## src/design/sebl_regs.vh

```
// Constants of the serial EEPROM boot loader: link timing, select code,
// load lengths, gating bits and the local register map.
// Assumes inclusion by bare name from each design file that needs it.
//
// Overview of operation
// - SDA or id-load strap high in PCI reset starts a twelve byte load.
// - Eleven more bytes follow only if byte twelve ends in 010.
// - The load is one sequential read burst, no re-addressing.
// - After START the seven-bit select code 1010000 is sent.
// - Data starts at EEPROM address zero and ascends.
// - After reset a STOP then a START precede the load.
// - PCI accesses get retry while registers are loading.
// - Local writes ignored, local reads give zero while loading.
// - Access-block strap high in reset sets the block bit; PCI retried.
// - Local host clears the block bit, then PCI cycles are accepted.
// - The load may set the block bit but never clears it.
// - EEPROM space is 256 bytes with eight-bit addresses.
// - Device masters the link: SCL output only, SDA two-way.
// - Loaded block flag zero sets the block bit; one leaves it.
// - Gating bits are not stored; they decide if related bits load.
`ifndef SEBL_REGS_VH
`define SEBL_REGS_VH
// ----------------------------------------
// Timing
// ----------------------------------------
`define SEBL_CLK_PERIOD_NS 8
`define SEBL_TWI_PERIOD_NS 160
`define SEBL_QTR_CYC ((`SEBL_TWI_PERIOD_NS + 4 * `SEBL_CLK_PERIOD_NS - 1) / (4 * `SEBL_CLK_PERIOD_NS))
// ----------------------------------------
// Link encoding
// ----------------------------------------
`define SEBL_CMD_START 2'h0
`define SEBL_CMD_STOP  2'h1
`define SEBL_CMD_WRITE 2'h2
`define SEBL_CMD_READ  2'h3
`define SEBL_SEL_CODE  7'h50
`define SEBL_DIR_WR    1'b0
`define SEBL_DIR_RD    1'b1
`define SEBL_ADDR_W    8
`define SEBL_BASE_ADDR 8'h00
// ----------------------------------------
// Load image
// ----------------------------------------
`define SEBL_BASE_LEN   5'h0c
`define SEBL_EXT_LEN    5'h17
`define SEBL_CONT_BYTE  5'h0b
`define SEBL_CONT_PAT   3'h2
`define SEBL_FLAG_BIT   3
`define SEBL_GATE_A     5'h04
`define SEBL_GATE_B     5'h07
`define SEBL_GATE_C     5'h08
`define SEBL_GATE_A_BIT 7
`define SEBL_GATE_B_BIT 5
`define SEBL_GATE_C_BIT 7
// ----------------------------------------
// Local register map
// ----------------------------------------
`define SEBL_MISC2_ADDR 5'h18
`define SEBL_BLOCK_BIT  0
`endif

```

## src/design/sebl_boot_loader.v

```verilog
// Serial EEPROM boot loader: reads the configuration image after PCI
// reset, stores it in the local register bank and holds off PCI access.
// Assumes the local processor bus is synchronous to core_clk_in and that
// the EEPROM pull-up and open-drain wire are resolved outside.
`timescale 1ns/1ps
`include "sebl_regs.vh"
module sebl_boot_loader (
  // Clock and reset
  input  wire       core_clk_in,
  input  wire       nrst_in,
  // Pins sampled during PCI reset
  input  wire       pci_rst_n_in,
  input  wire       id_load_strap_in,
  input  wire       pci_block_strap_in,
  // Two-wire link
  output wire       scl_out,
  input  wire       sda_in,
  output reg        sda_out,
  output wire       sda_oe_out,
  // PCI target hold-off
  output reg        pci_retry_out,
  // Local processor bus
  input  wire       lpb_sel_in,
  input  wire       lpb_wr_in,
  input  wire [4:0] lpb_addr_in,
  input  wire [7:0] lpb_wdata_in,
  output reg  [7:0] lpb_rdata_out,
  output reg        lpb_ack_out,
  // Status
  output reg        load_busy_out,
  output reg        load_done_out,
  output reg        load_error_out,
  output reg        access_block_out
);
  localparam [3:0] S_IDLE   = 4'h0;
  localparam [3:0] S_STOP0  = 4'h1;
  localparam [3:0] S_START0 = 4'h2;
  localparam [3:0] S_DEVW   = 4'h3;
  localparam [3:0] S_ADDR   = 4'h4;
  localparam [3:0] S_START1 = 4'h5;
  localparam [3:0] S_DEVR   = 4'h6;
  localparam [3:0] S_READ   = 4'h7;
  localparam [3:0] S_STOP1  = 4'h8;
  localparam [3:0] S_DONE   = 4'h9;

  // Image bytes 0..22; the control register sits at index 24
  reg  [7:0] cfg_mem [0:`SEBL_EXT_LEN-1];
  reg  [3:0] state_q;
  reg  [4:0] idx_q;
  reg        issued_q;
  reg        cmd_valid_q;
  reg  [1:0] cmd_d;
  reg  [7:0] wdata_d;
  reg        load_req_q;
  reg        prst_n_prev_q;
  reg        skip_next_q;
  wire [3:0] sync_w;
  wire       sda_s   = sync_w[0];
  wire       id_s    = sync_w[1];
  wire       block_s = sync_w[2];
  wire       prst_n_s = sync_w[3];
  wire       eng_busy;
  wire       eng_done;
  wire       eng_ack;
  wire [7:0] eng_rdata;
  wire       last_byte;
  wire       loading = load_busy_out;
  wire       cfg_hit = (lpb_addr_in < `SEBL_EXT_LEN);

  // ----------------------------------------
  // Gating decode
  // ----------------------------------------
  function [7:0] sebl_gate_mask;
    input [4:0] idx;
    begin
      case (idx)
        `SEBL_GATE_A: sebl_gate_mask = 8'h01 << `SEBL_GATE_A_BIT;
        `SEBL_GATE_B: sebl_gate_mask = 8'h01 << `SEBL_GATE_B_BIT;
        `SEBL_GATE_C: sebl_gate_mask = 8'h01 << `SEBL_GATE_C_BIT;
        default:      sebl_gate_mask = 8'h00;
      endcase
    end
  endfunction

  // ----------------------------------------
  // Pin synchronisers
  // ----------------------------------------
  sebl_sync #(
    .W (4)
  ) u_sync (
    .core_clk_in (core_clk_in),
    .nrst_in     (nrst_in),
    .async_in    ({pci_rst_n_in, pci_block_strap_in, id_load_strap_in, sda_in}),
    .sync_out    (sync_w)
  );

  sebl_twi_engine u_twi (
    .core_clk_in  (core_clk_in),
    .nrst_in      (nrst_in),
    .cmd_valid_in (cmd_valid_q),
    .cmd_in       (cmd_d),
    .wdata_in     (wdata_d),
    .ack_tx_in    (~last_byte),
    .busy_out     (eng_busy),
    .done_out     (eng_done),
    .ack_rx_out   (eng_ack),
    .rdata_out    (eng_rdata),
    .sda_sync_in  (sda_s),
    .scl_out      (scl_out),
    .sda_oe_out   (sda_oe_out)
  );

  // Last byte: twelfth without extension pattern, or twenty-third
  assign last_byte = ((idx_q == `SEBL_CONT_BYTE) && (eng_rdata[2:0] != `SEBL_CONT_PAT)) ||
                     (idx_q == (`SEBL_EXT_LEN - 5'h01));

  // ----------------------------------------
  // Command per state
  // ----------------------------------------
  always @*
  begin
    cmd_d   = `SEBL_CMD_STOP;
    wdata_d = 8'h00;
    case (state_q)
      S_STOP0:  cmd_d = `SEBL_CMD_STOP;
      S_START0: cmd_d = `SEBL_CMD_START;
      S_DEVW:
      begin
        cmd_d   = `SEBL_CMD_WRITE;
        wdata_d = {`SEBL_SEL_CODE, `SEBL_DIR_WR};
      end
      S_ADDR:
      begin
        cmd_d   = `SEBL_CMD_WRITE;
        wdata_d = `SEBL_BASE_ADDR;
      end
      S_START1: cmd_d = `SEBL_CMD_START;
      S_DEVR:
      begin
        cmd_d   = `SEBL_CMD_WRITE;
        wdata_d = {`SEBL_SEL_CODE, `SEBL_DIR_RD};
      end
      S_READ:   cmd_d = `SEBL_CMD_READ;
      S_STOP1:  cmd_d = `SEBL_CMD_STOP;
      default:  cmd_d = `SEBL_CMD_STOP;
    endcase
  end

  // ----------------------------------------
  // Load sequencer
  // ----------------------------------------
  always @(posedge core_clk_in)
  begin
    if (!nrst_in)
    begin
      state_q        <= S_IDLE;
      idx_q          <= 5'h00;
      issued_q       <= 1'b0;
      cmd_valid_q    <= 1'b0;
      load_req_q     <= 1'b0;
      prst_n_prev_q  <= 1'b0;
      skip_next_q    <= 1'b0;
      load_busy_out  <= 1'b0;
      load_done_out  <= 1'b0;
      load_error_out <= 1'b0;
    end
    else
    begin
      prst_n_prev_q <= prst_n_s;
      cmd_valid_q   <= 1'b0;
      if (!prst_n_s)
      begin
        // Straps and SDA are only meaningful while PCI reset is held
        state_q       <= S_IDLE;
        issued_q      <= 1'b0;
        load_busy_out <= 1'b0;
        load_req_q    <= sda_s | id_s;
      end
      // Start one cycle after the synchronised release of PCI reset
      else if (!prst_n_prev_q)
      begin
        if (load_req_q)
        begin
          state_q        <= S_STOP0;
          load_busy_out  <= 1'b1;
          load_done_out  <= 1'b0;
          load_error_out <= 1'b0;
          idx_q          <= 5'h00;
          skip_next_q    <= 1'b0;
        end
      end
      else if ((state_q != S_IDLE) && (state_q != S_DONE))
      begin
        // One command in flight; the next waits for its done pulse
        if (!issued_q && !eng_busy)
        begin
          cmd_valid_q <= 1'b1;
          issued_q    <= 1'b1;
        end
        else if (issued_q && eng_done)
        begin
          issued_q <= 1'b0;
          case (state_q)
            S_STOP0:  state_q <= S_START0;
            S_START0: state_q <= S_DEVW;
            S_DEVW, S_ADDR, S_DEVR:
            begin
              if (!eng_ack)
              begin
                state_q        <= S_STOP1;
                load_error_out <= 1'b1;
              end
              else
                state_q <= (state_q == S_DEVW) ? S_ADDR :
                           (state_q == S_ADDR) ? S_START1 : S_READ;
            end
            S_START1: state_q <= S_DEVR;
            S_READ:
            begin
              skip_next_q <= ((eng_rdata & sebl_gate_mask(idx_q)) == 8'h00) &&
                             (sebl_gate_mask(idx_q) != 8'h00);
              if (last_byte)
                state_q <= S_STOP1;
              else
                idx_q <= idx_q + 5'h01;
            end
            S_STOP1:
            begin
              state_q       <= S_DONE;
              load_busy_out <= 1'b0;
              load_done_out <= ~load_error_out;
            end
            default:  state_q <= S_IDLE;
          endcase
        end
      end
    end
  end

  // ----------------------------------------
  // Register bank and local bus
  // ----------------------------------------
  integer i;
  always @(posedge core_clk_in)
  begin
    if (!nrst_in)
    begin
      for (i = 0; i < `SEBL_EXT_LEN; i = i + 1)
        cfg_mem[i] <= 8'h00;
      access_block_out <= 1'b0;
      lpb_rdata_out    <= 8'h00;
      lpb_ack_out      <= 1'b0;
    end
    else
    begin
      // Refused accesses are still acknowledged so the host never stalls
      lpb_ack_out <= lpb_sel_in;
      if (lpb_sel_in && !lpb_wr_in)
      begin
        if (cfg_hit)
          lpb_rdata_out <= loading ? 8'h00 : cfg_mem[lpb_addr_in];
        else if (lpb_addr_in == `SEBL_MISC2_ADDR)
          lpb_rdata_out <= loading ? 8'h00 : {7'h00, access_block_out};
        else
          lpb_rdata_out <= 8'h00;
      end
      if (lpb_sel_in && lpb_wr_in && !loading)
      begin
        if (cfg_hit)
          cfg_mem[lpb_addr_in] <= lpb_wdata_in;
        else if (lpb_addr_in == `SEBL_MISC2_ADDR)
          access_block_out <= lpb_wdata_in[`SEBL_BLOCK_BIT];
      end
      // Gate bits are dropped; a closed gate skips the byte it guards
      if ((state_q == S_READ) && issued_q && eng_done && !skip_next_q)
        cfg_mem[idx_q] <= eng_rdata & ~sebl_gate_mask(idx_q);
      if ((state_q == S_READ) && issued_q && eng_done &&
          (idx_q == `SEBL_CONT_BYTE) && !eng_rdata[`SEBL_FLAG_BIT])
        access_block_out <= 1'b1;
      // Strap set comes last: it wins over a local clear in PCI reset
      if (!prst_n_s && block_s)
        access_block_out <= 1'b1;
    end
  end

  // ----------------------------------------
  // PCI hold-off and idle drive
  // ----------------------------------------
  always @(posedge core_clk_in)
  begin
    if (!nrst_in)
    begin
      pci_retry_out <= 1'b0;
      sda_out       <= 1'b0;
    end
    else
    begin
      // Open drain: only the enable toggles, the level stays low
      sda_out       <= 1'b0;
      // One cycle behind its sources; a PCI master is retried from then on
      pci_retry_out <= load_busy_out | access_block_out;
    end
  end
endmodule

```

## src/design/sebl_sync.v

```verilog
// Two-flop synchroniser bank for levels from outside the core clock.
// Assumes each bit is a slow level; no pulse is guaranteed to pass.
`timescale 1ns/1ps
module sebl_sync #(
  parameter W = 4
) (
  input  wire         core_clk_in,
  input  wire         nrst_in,
  input  wire [W-1:0] async_in,
  output wire [W-1:0] sync_out
);
  genvar g;
  generate
    for (g = 0; g < W; g = g + 1)
    begin : g_bit
      reg meta_q;
      reg stab_q;
      always @(posedge core_clk_in)
      begin
        if (!nrst_in)
        begin
          meta_q <= 1'b0;
          stab_q <= 1'b0;
        end
        else
        begin
          meta_q <= async_in[g];
          stab_q <= meta_q;
        end
      end
      assign sync_out[g] = stab_q;
    end
  endgenerate
endmodule

```

## src/design/sebl_twi_engine.v

```verilog
// Two-wire bit engine: START, STOP, byte write with ack sample and
// byte read with ack drive. Four quarter phases per bit.
// Assumes sda_sync_in is already synchronised to core_clk_in.
`timescale 1ns/1ps
`include "sebl_regs.vh"
module sebl_twi_engine (
  // Clock and reset
  input  wire       core_clk_in,
  input  wire       nrst_in,
  // Command side
  input  wire       cmd_valid_in,
  input  wire [1:0] cmd_in,
  input  wire [7:0] wdata_in,
  input  wire       ack_tx_in,
  output reg        busy_out,
  output reg        done_out,
  output reg        ack_rx_out,
  output reg  [7:0] rdata_out,
  // Link side
  input  wire       sda_sync_in,
  output reg        scl_out,
  output reg        sda_oe_out
);
  localparam integer QTR_N    = `SEBL_QTR_CYC;
  localparam [2:0]   QTR_LAST = QTR_N[2:0] - 3'h1;
  reg [1:0] cmd_q;
  reg [3:0] bit_q;
  reg [1:0] ph_q;
  reg [2:0] tmr_q;
  reg [7:0] tx_q;
  reg       scl_d;
  reg       low_d;
  wire      is_byte = cmd_q[1];
  wire      tick    = (tmr_q == QTR_LAST);

  // ----------------------------------------
  // Line levels per phase
  // ----------------------------------------
  always @*
  begin
    scl_d = scl_out;
    low_d = sda_oe_out;
    if (busy_out)
    begin
      scl_d = (ph_q == 2'h1) || (ph_q == 2'h2) || ((cmd_q == `SEBL_CMD_STOP) && (ph_q == 2'h3));
      case (cmd_q)
        `SEBL_CMD_START: low_d = ph_q[1];
        `SEBL_CMD_STOP:  low_d = ~ph_q[1];
        `SEBL_CMD_WRITE: low_d = (bit_q != 4'h8) && !tx_q[7];
        `SEBL_CMD_READ:  low_d = (bit_q == 4'h8) && ack_tx_in;
        default:         low_d = 1'b0;
      endcase
    end
  end

  // ----------------------------------------
  // Sequencer
  // ----------------------------------------
  always @(posedge core_clk_in)
  begin
    if (!nrst_in)
    begin
      busy_out   <= 1'b0;
      done_out   <= 1'b0;
      ack_rx_out <= 1'b0;
      rdata_out  <= 8'h00;
      scl_out    <= 1'b1;
      sda_oe_out <= 1'b0;
      cmd_q      <= 2'h0;
      bit_q      <= 4'h0;
      ph_q       <= 2'h0;
      tmr_q      <= 3'h0;
      tx_q       <= 8'h00;
    end
    else
    begin
      done_out   <= 1'b0;
      scl_out    <= scl_d;
      sda_oe_out <= low_d;
      if (!busy_out)
      begin
        if (cmd_valid_in)
        begin
          busy_out <= 1'b1;
          cmd_q    <= cmd_in;
          tx_q     <= wdata_in;
          bit_q    <= 4'h0;
          ph_q     <= 2'h0;
          tmr_q    <= 3'h0;
        end
      end
      else if (!tick)
        tmr_q <= tmr_q + 3'h1;
      else
      begin
        tmr_q <= 3'h0;
        ph_q  <= ph_q + 2'h1;
        // Sample late in the high phase, after the slave has settled
        if (is_byte && (ph_q == 2'h2))
        begin
          if (bit_q == 4'h8)
            ack_rx_out <= ~sda_sync_in;
          else
            rdata_out <= {rdata_out[6:0], sda_sync_in};
        end
        if (ph_q == 2'h3)
        begin
          if (!is_byte || (bit_q == 4'h8))
          begin
            busy_out <= 1'b0;
            done_out <= 1'b1;
          end
          else
          begin
            bit_q <= bit_q + 4'h1;
            tx_q  <= {tx_q[6:0], 1'b0};
          end
        end
      end
    end
  end
endmodule

```

## config.mk

```make
export PLATFORM = sky130hd
export DESIGN_NAME = sebl_boot_loader
export DESIGN_NICKNAME = d
export VERILOG_FILES = /design/src/design/sebl_boot_loader.v /design/src/design/sebl_sync.v /design/src/design/sebl_twi_engine.v
export VERILOG_INCLUDE_DIRS = /design/src /design/src/design
export SDC_FILE = /design/constraint.sdc
export NUM_CORES = 1
export LEC_CHECK = 0
export BUFFER_PORTS_ARGS = -buffer_cell sky130_fd_sc_hd__buf_2
export CAP_MARGIN = 10
export CORE_MARGIN = 4
export CORE_UTILIZATION = 25
export DETAILED_ROUTE_END_ITERATION = 8
export PLACE_DENSITY = 0.5
export SLEW_MARGIN = 20
export SYNTH_ARGS = -nofsm -noshare
export SYNTH_HDL_FRONTEND = slang
export SYNTH_HIERARCHICAL = 1
export SYNTH_SLANG_ARGS = --single-unit
```

## constraint.sdc

```tcl
create_clock -name core_clk_in -period 2.25 [get_ports core_clk_in]
set_input_delay 0.225 -clock core_clk_in [delete_from_list [all_inputs] [get_ports core_clk_in]]
set_output_delay 0.225 -clock core_clk_in [all_outputs]
set_load 0.02 [all_outputs]
```

After elaboration in Yosys (flattened, before gate mapping)
Memory sizes are Yosys's and may differ from the RTL's.
Index checks and enable logic that the tools add are counted.
{ "totals": {"output_inout_bits": 17, "mem_bits_rw": 184, "mem_count": 1, "ff_bits": 68, "elab_cells": 250} }
{ "op_classes": {"add_sub_neg": 4, "n_bitwise": 11, "eq_ne": 38, "muxes": 101, "n_lt_le_gt_ge": 1, "reduce_logical": 61} }
{ "memory_table": {"columns": ["memory", "words", "width", "rd", "rd_ports_with_merged_regs", "write_ports", "line_no", "text"], "rows": [
  ["cfg_mem", 23, 8, 1, 0, 23, "sebl_boot_loader.v:47", "reg [7:0] cfg_mem [0:`SEBL_EXT_LEN-1];"]
]} }
{ "op_table": {"columns": ["op", "count"], "rows": [
  ["2-to-1 mux 8 bit", 18],
  ["2-to-1 mux 1 bit", 49],
  ["2-to-1 mux 4 bit", 12],
  ["2-to-1 mux 5 bit", 9],
  ["case mux 8 bit (2 select lines)", 2],
  ["case mux 4 bit (6 select lines)", 1],
  ["AND reduction 4 bit", 5],
  ["logical AND 1 bit", 18],
  ["bitwise AND 8 bit", 2],
  ["equality test 4 x 3 -> 1 bit, second input constant", 4],
  ["OR reduction 8 bit", 2],
  ["inequality test 2 bit, second input constant", 7],
  ["AND reduction 7 bit", 2],
  ["AND reduction 6 bit", 2],
  ["equality test 5 x 3 -> 1 bit, second input constant", 2],
  ["equality test 5 x 4 -> 1 bit, second input constant", 2],
  ["equality test 5 bit, second input constant", 2],
  ["2-to-1 mux 2 bit", 5],
  ["AND reduction 5 bit", 2],
  ["zero test 1 bit", 9],
  ["2-to-1 mux 3 bit", 3],
  ["equality test 2 bit, second input constant", 4],
  ["equality test 4 x 2 -> 1 bit, second input constant", 2],
  ["equality test 4 bit, second input constant", 2],
  ["other kinds (29)", 50]
]} }

Longest topological paths before layout
Gate-level depths: netlist (run 1).
{ "depth": {"word_depth": 18, "ltp_mapped": 9} }

Modules after synthesis
The synthesis (run 1) kept the hierarchy.
{ "by_module_without_submodules": {"columns": ["module", "seq_area_each_um2", "area_each_um2", "cells_each", "instances"], "rows": [
  ["sebl_boot_loader", 6326.1, 11664.9, 968, 1],
  ["sebl_twi_engine", 640.6, 1506.4, 164, 1],
  ["sebl_sync", 160.2, 240.2, 20, 1]
]} }

Least setup slack after synthesis (run 1)
Ideal clock, no wire load.
{ "synth_path": {"path_type": "register -> register", "from": "reg state_q[2]", "to": "mem cfg_mem[23][0], data pin", "t_arrival_ps": 1925, "setup_slack_ps": 65, "required_ps": 1990, "stages_incl_launch_ff": 7, "path_buffers": 2, "setup_time_ps": 260, "synth_period_minus_slack_ps": 2185, "cell_sequence": "dfxtp_1 -> and4b_1 -> buf_2 -> nand4_1 -> buf_2 -> nor2_2 -> mux2_2"} }
{ "synth_rtl": {"columns": ["element", "line_no", "text"], "rows": [
  ["from (decl)", "sebl_boot_loader.v:48", "reg [3:0] state_q;"],
  ["from (signal assigned)", "sebl_boot_loader.v:214", "state_q <= (state_q == S_DEVW) ? S_ADDR :"],
  ["to (decl)", "sebl_boot_loader.v:47", null]
]} }

==> results.env, run 1 <==
RUN_STATUS='complete, no violations'
WL_MET2_MM=19.2
SYNTH_SIMPLE_GATE_AREA_FRAC=0.134
GRT_MAX_DEGREE=31
INITIAL_UTILIZATION=0.254
VIAS_IN_THE_FIRST_GLOBAL_ROUTE=9984
SEQ_AREA_FRAC_SYNTH=0.531
FINAL.MIN_CLOCK_PERIOD_NS=2.11
WORSTREGTOREGCELLS=7
HOLD_END='lpb_ack_out$_SDFF_PN0_'
ASYNC_FLOP_SHARE=0
DRTPASS1ITERATIONS=5
DPL_WORST_SLACK_NS=0.0263
IR_WORST_VDD_mV=0.537
GLOBAL_ROUTE.OVERFLOW_TOTAL=0
MET1_LENGTH_MM=20.1
CLOCK_LATENCY_NS=0.59
CRITICALPATHCATEGORY='flip-flop to flip-flop'
DRV.MAX_CAP_VIOLATION_COUNT=0
TOP_LEVEL_PORTS=38
RR_ENDPOINT='cfg_mem[20][7]$_DFFE_PP_'
SYN-MEAN-INSTANCE-AREA_UM2=11.6
SYNTHFLOPTYPE='sky130_fd_sc_hd__edfxtp_1'
ROUTED.TOP_LAYER='met5'
DESIGN_POWER_TOTAL_mW=11.1
DRC=0
VIAS=9893
CRITPATHREQUIREDTIME_NS=2.59
POST_SYNTH_INSTANCE_AREA_MM2=0.0134
ANTENNA_LEFT=0
SYN_INST=1152
DETAIL_ROUTE.WL_PER_CELL_UM=21.8
TIMING.CRITICAL_PATH.CELLS='and4b_1 > nand4_1 > buf_12 > nor2_1 > nor2b_1 > buf_4 > a22o_1'
CRIT_PATH_START='state_q[3]$_SDFFE_PN0P_'
WORST_PIN_SLEW_NS=0.751
SYNTH_EDF_COUNT=192
HOLD_VIOLATIONS=0
FINAL_CORE_UTILIZATION=0.304
COUNT_OF_PORT_BUFFERS_ADDED_DURING_PLACEMENT=36
CHIPWIDTH_UM=240
YOSYS_WARNINGS=6
ANTENNA-DIODE-COUNT=0
POST_CTS_REPAIR_SETUP_BUFFERS=0
CRIT_SLOWEST_CELL='sky130_fd_sc_hd__and4b_1'
MAX_STAGE_DELAY_NS=0.43
TRITONCTS.NUM_BUFFERS=30
TIMING.CLOCK.SKEW_NS=0.0295
FINALSETUPTNS_NS=0
MULTI_INPUT_COMBINATIONAL_CELL_AREA_MM2=0.00572
AREA_TAKEN_BY_FLIP_FLOPS_AND_LATCHES_MM2=0.00713
LAYOUT.NETS=1271
POSTCTSRESIZEDCELLS=0
TIMING.CRITICAL_PATH.ARRIVAL_NS=2.45
ADDER_CELL_SHARE_OF_THE_SYNTHESIZED_AREA=0.00933
SYNTH_COMPOUND_AREA_FRAC=0.169
GLOBAL_ROUTE.USAGE.TOTAL=0.145
FINAL_LAYOUT_SIZE_SUFFIX_GT1_FRAC=0.233
WORSTHOLDSTART='lpb_sel_in'
CP-START-KIND='flip-flop'
HPWL_MM=29.0
POSTSYNTHREGISTERBITS=260
GRT_PASS1_WL_MM=63.9
FMAXACHIEVABLE_MHz=475
REG2REG_SLACK_NS=0.14
DRTITER0DRC=847
FINAL_MIN_PERIOD_OVER_CLOCK_PERIOD=0.936
CLOCKROOTBUFFER='sky130_fd_sc_hd__clkbuf_16'
POST_CTS_HOLD_BUFFER_COUNT=4
AREA_GROWTH_FROM_SYNTHESIS_TO_LAYOUT_PCT=19.9
SETUP_VIOL=0
CLK_PIN_SLEW_WORST_PATHS_NS=0.06
TIMING.FINAL.MAX_SLEW_VIOLATIONS=0
CLOCK_PATH_BUFFERS=3
AREA_OF_THE_CORE_MM2=0.0529
ROUTED_VIA_DENSITY=5.07
NUM-FILL-CELLS=5403
CRIT_FANOUT=10
WORST_SETUP_PATH_END_KIND='flip-flop'
POST_SYNTH_XOR_AREA_FRACTION=0.00392
CTS_HTREE_LEVELS=1
DIE_HEIGHT_UM=240
YOSYSUNIQUECELLTYPES=69
ROUTABILITYCONGESTION=0.880
GRT_ANTENNA_BEFORE_REPAIR=2
GRT_SETUP_UNREPAIRED='false'
TIMING.RR.START='state_q[3]$_SDFFE_PN0P_'
PWR_DENSITY_CELL_mW_PER_MM2=693
TRITONCTS_NUM_SINKS=260
CLOCK_TREE_FROM_TRITONCTS='built'
FINAL_CRITICAL_PATH_SETUP_SLACK_NS=0.144
LEAKAGEPOWER_nW=5.82
DR_WL_MET3_MM=2.21
TOTALWIRELENGTH_MM=42.5
DIE_AREA_MM2=0.0574
FP-ROW-COUNT=84
MIN_PATH_TYPE='input pin to flip-flop'
LARGEST_FAMILY_OF_LOGIC_CELLS_BY_SYNTHESIZED_AREA='compound AO/OA/AOI/OAI gates'
WORST_SLEW_MARGIN_REL=0.500
HOLD_PATH_DEPTH=3
SYNTH.AREA.MUX_SHARE=0.108
-- per-stage QoR --
stage / hold slack, ns / cell area [um^2] / std cells
after floorplan: 0.347 / 13400 / 1157
after global placement: 0.417 / 15100 / 1892
after detailed placement: 0.417 / 15100 / 1892
after CTS: 0.0852 / 16100 / 1951
after global routing: 0.0979 / 16100 / 1951
final: 0.135 / 16100 / 1951
-- cell usage in the layout (no fill, tap or decap), types with 26 or more instances in the layout --
cell and instances:
sky130_fd_sc_hd__edfxtp_1 192, sky130_fd_sc_hd__mux4_2 27, sky130_fd_sc_hd__nand3_1 49, sky130_fd_sc_hd__dfxtp_1 68
sky130_fd_sc_hd__buf_2 35, sky130_fd_sc_hd__nor2_1 49, sky130_fd_sc_hd__buf_4 123, sky130_fd_sc_hd__mux2_2 26
sky130_fd_sc_hd__nand2_1 97, sky130_fd_sc_hd__clkbuf_16 31, sky130_fd_sc_hd__a22o_1 156, sky130_fd_sc_hd__mux2i_1 55
-- synthesized netlist by cell type (3+ instances only) --
library cell	count	share of area
sky130_fd_sc_hd__edfxtp_1	192	0.43
sky130_fd_sc_hd__a22o_1	156	0.10
sky130_fd_sc_hd__nand2_1	97	0.027
sky130_fd_sc_hd__clkbuf_1	83	0.023
sky130_fd_sc_hd__dfxtp_1	68	0.10
sky130_fd_sc_hd__mux2i_1	55	0.041
sky130_fd_sc_hd__nand3_1	49	0.018
sky130_fd_sc_hd__nor2_1	49	0.014
sky130_fd_sc_hd__mux4_2	27	0.045
sky130_fd_sc_hd__mux2_2	26	0.022
sky130_fd_sc_hd__o21ai_0	24	0.0090
sky130_fd_sc_hd__a21oi_1	23	0.0086
sky130_fd_sc_hd__nor3_1	21	0.0078
sky130_fd_sc_hd__buf_2	18	0.0067
sky130_fd_sc_hd__inv_1	18	0.0050
sky130_fd_sc_hd__and2_1	17	0.0079
sky130_fd_sc_hd__a22oi_1	16	0.0090
sky130_fd_sc_hd__or3_1	15	0.0070
sky130_fd_sc_hd__nor2b_1	14	0.0065
sky130_fd_sc_hd__o221ai_1	13	0.0085
sky130_fd_sc_hd__nand2b_1	12	0.0056
sky130_fd_sc_hd__o22ai_1	11	0.0051
sky130_fd_sc_hd__buf_4	10	0.0056
sky130_fd_sc_hd__ha_1	10	0.0093
sky130_fd_sc_hd__nor2_2	9	0.0042
sky130_fd_sc_hd__and3_1	8	0.0037
sky130_fd_sc_hd__nand4_1	8	0.0037
sky130_fd_sc_hd__a21boi_0	7	0.0039
sky130_fd_sc_hd__a221oi_1	7	0.0046
sky130_fd_sc_hd__buf_1	7	0.0020
sky130_fd_sc_hd__nor3b_1	7	0.0039
sky130_fd_sc_hd__o31ai_1	7	0.0039
sky130_fd_sc_hd__nand3b_1	5	0.0028
sky130_fd_sc_hd__nor3_2	5	0.0037
sky130_fd_sc_hd__or2_2	5	0.0023
sky130_fd_sc_hd__xor2_1	4	0.0026
sky130_fd_sc_hd__and4b_1	3	0.0022
sky130_fd_sc_hd__nor4_1	3	0.0014
-- state kept, by name (all words and copies together) (netlist names), 2 cells and up --
signal	flops
lpb_rdata_out	8
u_twi/ph_q	2
u_twi/rdata_out	8
cfg_mem	192
idx_q	5
u_twi/tmr_q	3
u_twi/bit_q	4
u_sync/g_bit.stab_q	4
u_twi/tx_q	8
state_q	4
u_twi/cmd_q	2
u_sync/g_bit.meta_q	4
-- final cells by class --
type | instances | area share
clock buffers | 38 | 0.0505
clock inverters | 17 | 0.0108
inverters | 18 | 0.00420
multi-input cells | 759 | 0.356
flip-flops and latches | 260 | 0.443
well taps | 688 | 0.0535
repair buffers | 171 | 0.0820
-- routing by layer --
metal / track usage / up-vias
li1: - / 4608
met1: 0.204 / 4927
met2: 0.234 / 279
met3: 0.0239 / 75
met4: 0.0327 / 4
met5: 0 / -
-- how the worst max path moves through the flow --
stage | to | cells past startpoint
final | cfg_mem[20][7]$_DFFE_PP_ | 7
after global routing | state_q[2]$_SDFFE_PN0P_ | 5
after CTS | cfg_mem[4][7]$_DFFE_PP_ | 5
after detailed placement | cfg_mem[14][4]$_DFFE_PP_ | 7
after global placement | cfg_mem[5][7]$_DFFE_PP_ | 6
after floorplan | cfg_mem[23][0]$_DFFE_PP_ | 6
-- worst max-delay path, delay by kind of cell, from the launching register on --
family	cells	cell delay (ns)
buffers and inverters	2	0.39
AND/OR/NAND/NOR	4	0.96
flip-flops	1	0.31
AO/OA/AOI/OAI	1	0.22
-- logic make-up (layout without fill, tap and decap cells) --
logic type / count (synthesis) / count (layout)
buf+inv: 138 / 244
flops: 260 / 260
mux: 108 / 108
simple gates: 345 / 345
fa+ha+maj: 10 / 10
other cells: 1 / 6
xor+xnor: 6 / 6
compound gates: 284 / 284
-- power by group --
part / internal [mW] / switching (mW)
Combinational: 0.297 / 0.479
Clock: 2.89 / 2.07
Sequential: 5.33 / 0.0775
Total: 8.52 / 2.62
Power figures use the tool's default switching activity.
==> run 2, diff against run 1 <==
--- a/config.mk
+++ b/config.mk
@@ -8,7 +8,7 @@
 export LEC_CHECK = 0
 export BUFFER_PORTS_ARGS = -buffer_cell sky130_fd_sc_hd__buf_2
 export CAP_MARGIN = 10
-export CORE_MARGIN = 4
+export CORE_MARGIN = 8
 export CORE_UTILIZATION = 25
 export DETAILED_ROUTE_END_ITERATION = 8
 export PLACE_DENSITY = 0.5
==> results.env, run 2 (same netlist as run 1, synthesis figures left out) <==
RUN_STATUS='complete, no violations'
ROUTED_VIA_DENSITY=5.21  # +2.7%
DIE_HEIGHT_UM=248  # +3.3%
TOTALWIRELENGTH_MM=43.6  # +2.5%
GRT_ANTENNA_BEFORE_REPAIR=2  # unchanged
GLOBAL_ROUTE.USAGE.TOTAL=0.140  # -0.00511
CRITPATHREQUIREDTIME_NS=2.58  # about the same
CP_NUM_BUF_INV=1  # -1
ROUTABILITYCONGESTION=0.845  # -4.0%
WORST_SETUP_PATH_END_KIND='flip-flop'
HOLD_VIOLATIONS=0  # unchanged
GRT_SETUP_UNREPAIRED='false'
WORST_PIN_SLEW_NS=0.838  # +0.0877 ns
WORST_SLEW_MARGIN_REL=0.436  # -0.0635
GR-USAGE-MET3=0.0225  # -0.00146
GLOBAL_ROUTE.OVERFLOW_TOTAL=0  # unchanged
FINAL_LAYOUT_SIZE_SUFFIX_GT1_FRAC=0.236  # +0.00358
CP-START-KIND='flip-flop'
TRITONCTS.NUM_BUFFERS=30  # unchanged
MOST_FREQUENT_STANDARD_CELL_IN_THE_LAYOUT_EXCLUDING_FILL_AND_TAP_CELLS='sky130_fd_sc_hd__edfxtp_1'
CRITICALPATHCATEGORY='flip-flop to flip-flop'
INSTANCES_NO_FILL=1962  # +0.56%
TIMING.CRITICAL_PATH.CELLS='or3b_2 > or2_1 > and2_0 > buf_4 > a22o_1'
VIAS_IN_THE_FIRST_GLOBAL_ROUTE=10291  # +3.1%
FINAL.MIN_CLOCK_PERIOD_NS=2.19  # +0.0829 ns
FINAL_MIN_PERIOD_OVER_CLOCK_PERIOD=0.973  # +0.0369
PWR_DENSITY_CELL_mW_PER_MM2=686  # -0.93%
CP_TOP_FAMILY='simple AND/OR/NAND/NOR gates'
CLOCK_TREE_FROM_TRITONCTS='built'
CLOCK_LATENCY_NS=0.57  # -0.02 ns
FINALSETUPTNS_NS=0  # unchanged
WORSTHOLDSTART='lpb_wdata_in[0]'
NUM-FILL-CELLS=5474  # +1.3%
FP-ROW-COUNT=85  # +1.2%
REGISTER_NAME_WITH_THE_MOST_FLOPS='cfg_mem'
COUNT_OF_PORT_BUFFERS_ADDED_DURING_PLACEMENT=36  # unchanged
LAYOUT_COMMON_CELLS='sky130_fd_sc_hd__edfxtp_1, sky130_fd_sc_hd__a22o_1, sky130_fd_sc_hd__buf_4'
CRIT_PATH_START='idx_q[4]$_SDFFE_PN0P_'
CLK_PIN_SLEW_WORST_PATHS_NS=0.06  # about the same
TIMING.CRITICAL_PATH.ARRIVAL_NS=2.52  # +0.07 ns
MET2_USAGE=0.226  # -0.00814
TIMING.FINAL.MAX_SLEW_VIOLATIONS=0  # unchanged
TIMING.CLOCK.SKEW_NS=0.0194  # -0.0101 ns
MAX_STAGE_DELAY_NS=0.50  # +0.07 ns
CRIT_FANOUT=8  # -2
DRTPASS1ITERATIONS=7  # +2
TRITONCTS_NUM_SINKS=260  # unchanged
DESIGN_POWER_TOTAL_mW=11.0  # -0.83%
TIMING.RR.START='idx_q[4]$_SDFFE_PN0P_'
DRC=0  # unchanged
IR_WORST_VDD_mV=0.504  # -6.1%
INITIAL_UTILIZATION=0.251  # -0.00249
AREA_OF_THE_CORE_MM2=0.0534  # +0.99%
CLOCKROOTBUFFER='sky130_fd_sc_hd__clkbuf_16'
HPWL_MM=29.8  # +2.9%
POST_CTS_REPAIR_SETUP_BUFFERS=0  # unchanged
FMAXACHIEVABLE_MHz=457  # -3.8%
DRV.MAX_CAP_VIOLATION_COUNT=0  # unchanged
TOP_LEVEL_PORTS=38  # unchanged
LAYOUT.NETS=1272  # +0.079%
GRT_MAX_DEGREE=35  # +13%
DETAIL_ROUTE.WL_PER_CELL_UM=22.2  # +1.9%
DRTITER0DRC=843  # -0.47%
CRIT_SLOWEST_CELL='sky130_fd_sc_hd__or3b_2'
DIE_AREA_MM2=0.0613  # +6.8%
ANTENNA_LEFT=0  # unchanged
MIN_PATH_TYPE='input pin to flip-flop'
GRT-BUSIEST-LAYER='met2'
AREA_GROWTH_FROM_SYNTHESIS_TO_LAYOUT_PCT=20.0
LEAKAGEPOWER_nW=5.85  # +0.46%
VIAS=10214  # +3.2%
CTS_HTREE_LEVELS=1  # unchanged
SETUP_VIOL=0  # unchanged
PLACED_CELLS_INCL_TAPS=1900  # +0.42%
CLOCK_PATH_BUFFERS=3  # unchanged
CHIPWIDTH_UM=248  # +3.3%
LARGEST_REGISTER_FF_COUNT=192  # unchanged
GRT_PASS1_WL_MM=65.6  # +2.6%
GRTUSAGEMET1=0.193  # -0.0110
-- run 2: path summary, 6_finish.rpt --
path                                                     endpoint  slack (ns)  cells after the start
worst min register to register  u_sync/g_bit[3].stab_q$_SDFF_PN0_        0.43                      1
worst max-delay path                     cfg_mem[20][5]$_DFFE_PP_        0.06                      5
worst min-delay path                     cfg_mem[13][0]$_DFFE_PP_        0.14                      3
worst max register to register           cfg_mem[20][5]$_DFFE_PP_        0.06                      5
-- run 2: power breakdown --
| part | leakage, nW | internal, mW | total (mW) | switching [mW] |
|---|---|---|---|---|
| sequential | 2.37 | 5.33 | 5.41 | 0.0788 |
| combinational | 3.00 | 0.294 | 0.778 | 0.483 |
| clock | 0.483 | 2.78 | 4.86 | 2.08 |
| total | 5.85 | 8.40 | 11.0 | 2.64 |
-- run 2: metrics by stage --
step / utilization / instance area, um^2 / hold WS [ns] / setup WS [ns]
6_report: 0.302 / 16100 / 0.143 / 0.0609
5_1_grt: 0.301 / 16100 / 0.154 / 0.0222
4_1_cts: 0.301 / 16100 / 0.116 / 0.0949
3_5_place_dp: 0.282 / 15100 / 0.421 / 0.0744
3_3_place_gp: 0.282 / 15100 / 0.421 / 0.0770
2_1_floorplan: - / 13400 / 0.347 / 0.0648
-- run 2: repair_timing --
item                                    in CTS  in global routing
hold buffers                                 5                  0
endpoints found under the setup margin       0                  1
gates resized for setup                      0                  1
endpoints found under the hold margin        5                  0
-- run 2: cell type report --
cell class	instances	area, um^2	share of cell area
diodes	1	2.50	0.000155
clock buffers	37	808	0.0502
clock inverters	19	156	0.00972
inverters	18	67.6	0.00420
multi-input cells	759	5720	0.356
flip-flops and latches	260	7130	0.443
well taps	696	871	0.0541
repair buffers	172	1340	0.0833
-- run 2: per-layer routing --
layer,wire length [um],vias up,share of wire
li1,-,4610,-
met1,19700,5168,0.45
met2,20100,356,0.46
met3,2630,78,0.060
met4,1160,2,0.027
met5,13,-,0.00030
-- run 2: worst register-to-register path: cells and delay by family (launching register included) --
| kind | cells | cell delay, ns |
|---|---|---|
| and+or+nand+nor | 3 | 1.11 |
| DFF | 1 | 0.34 |
| buffers and inverters | 1 | 0.29 |
| AOI/OAI and AO/OA | 1 | 0.22 |
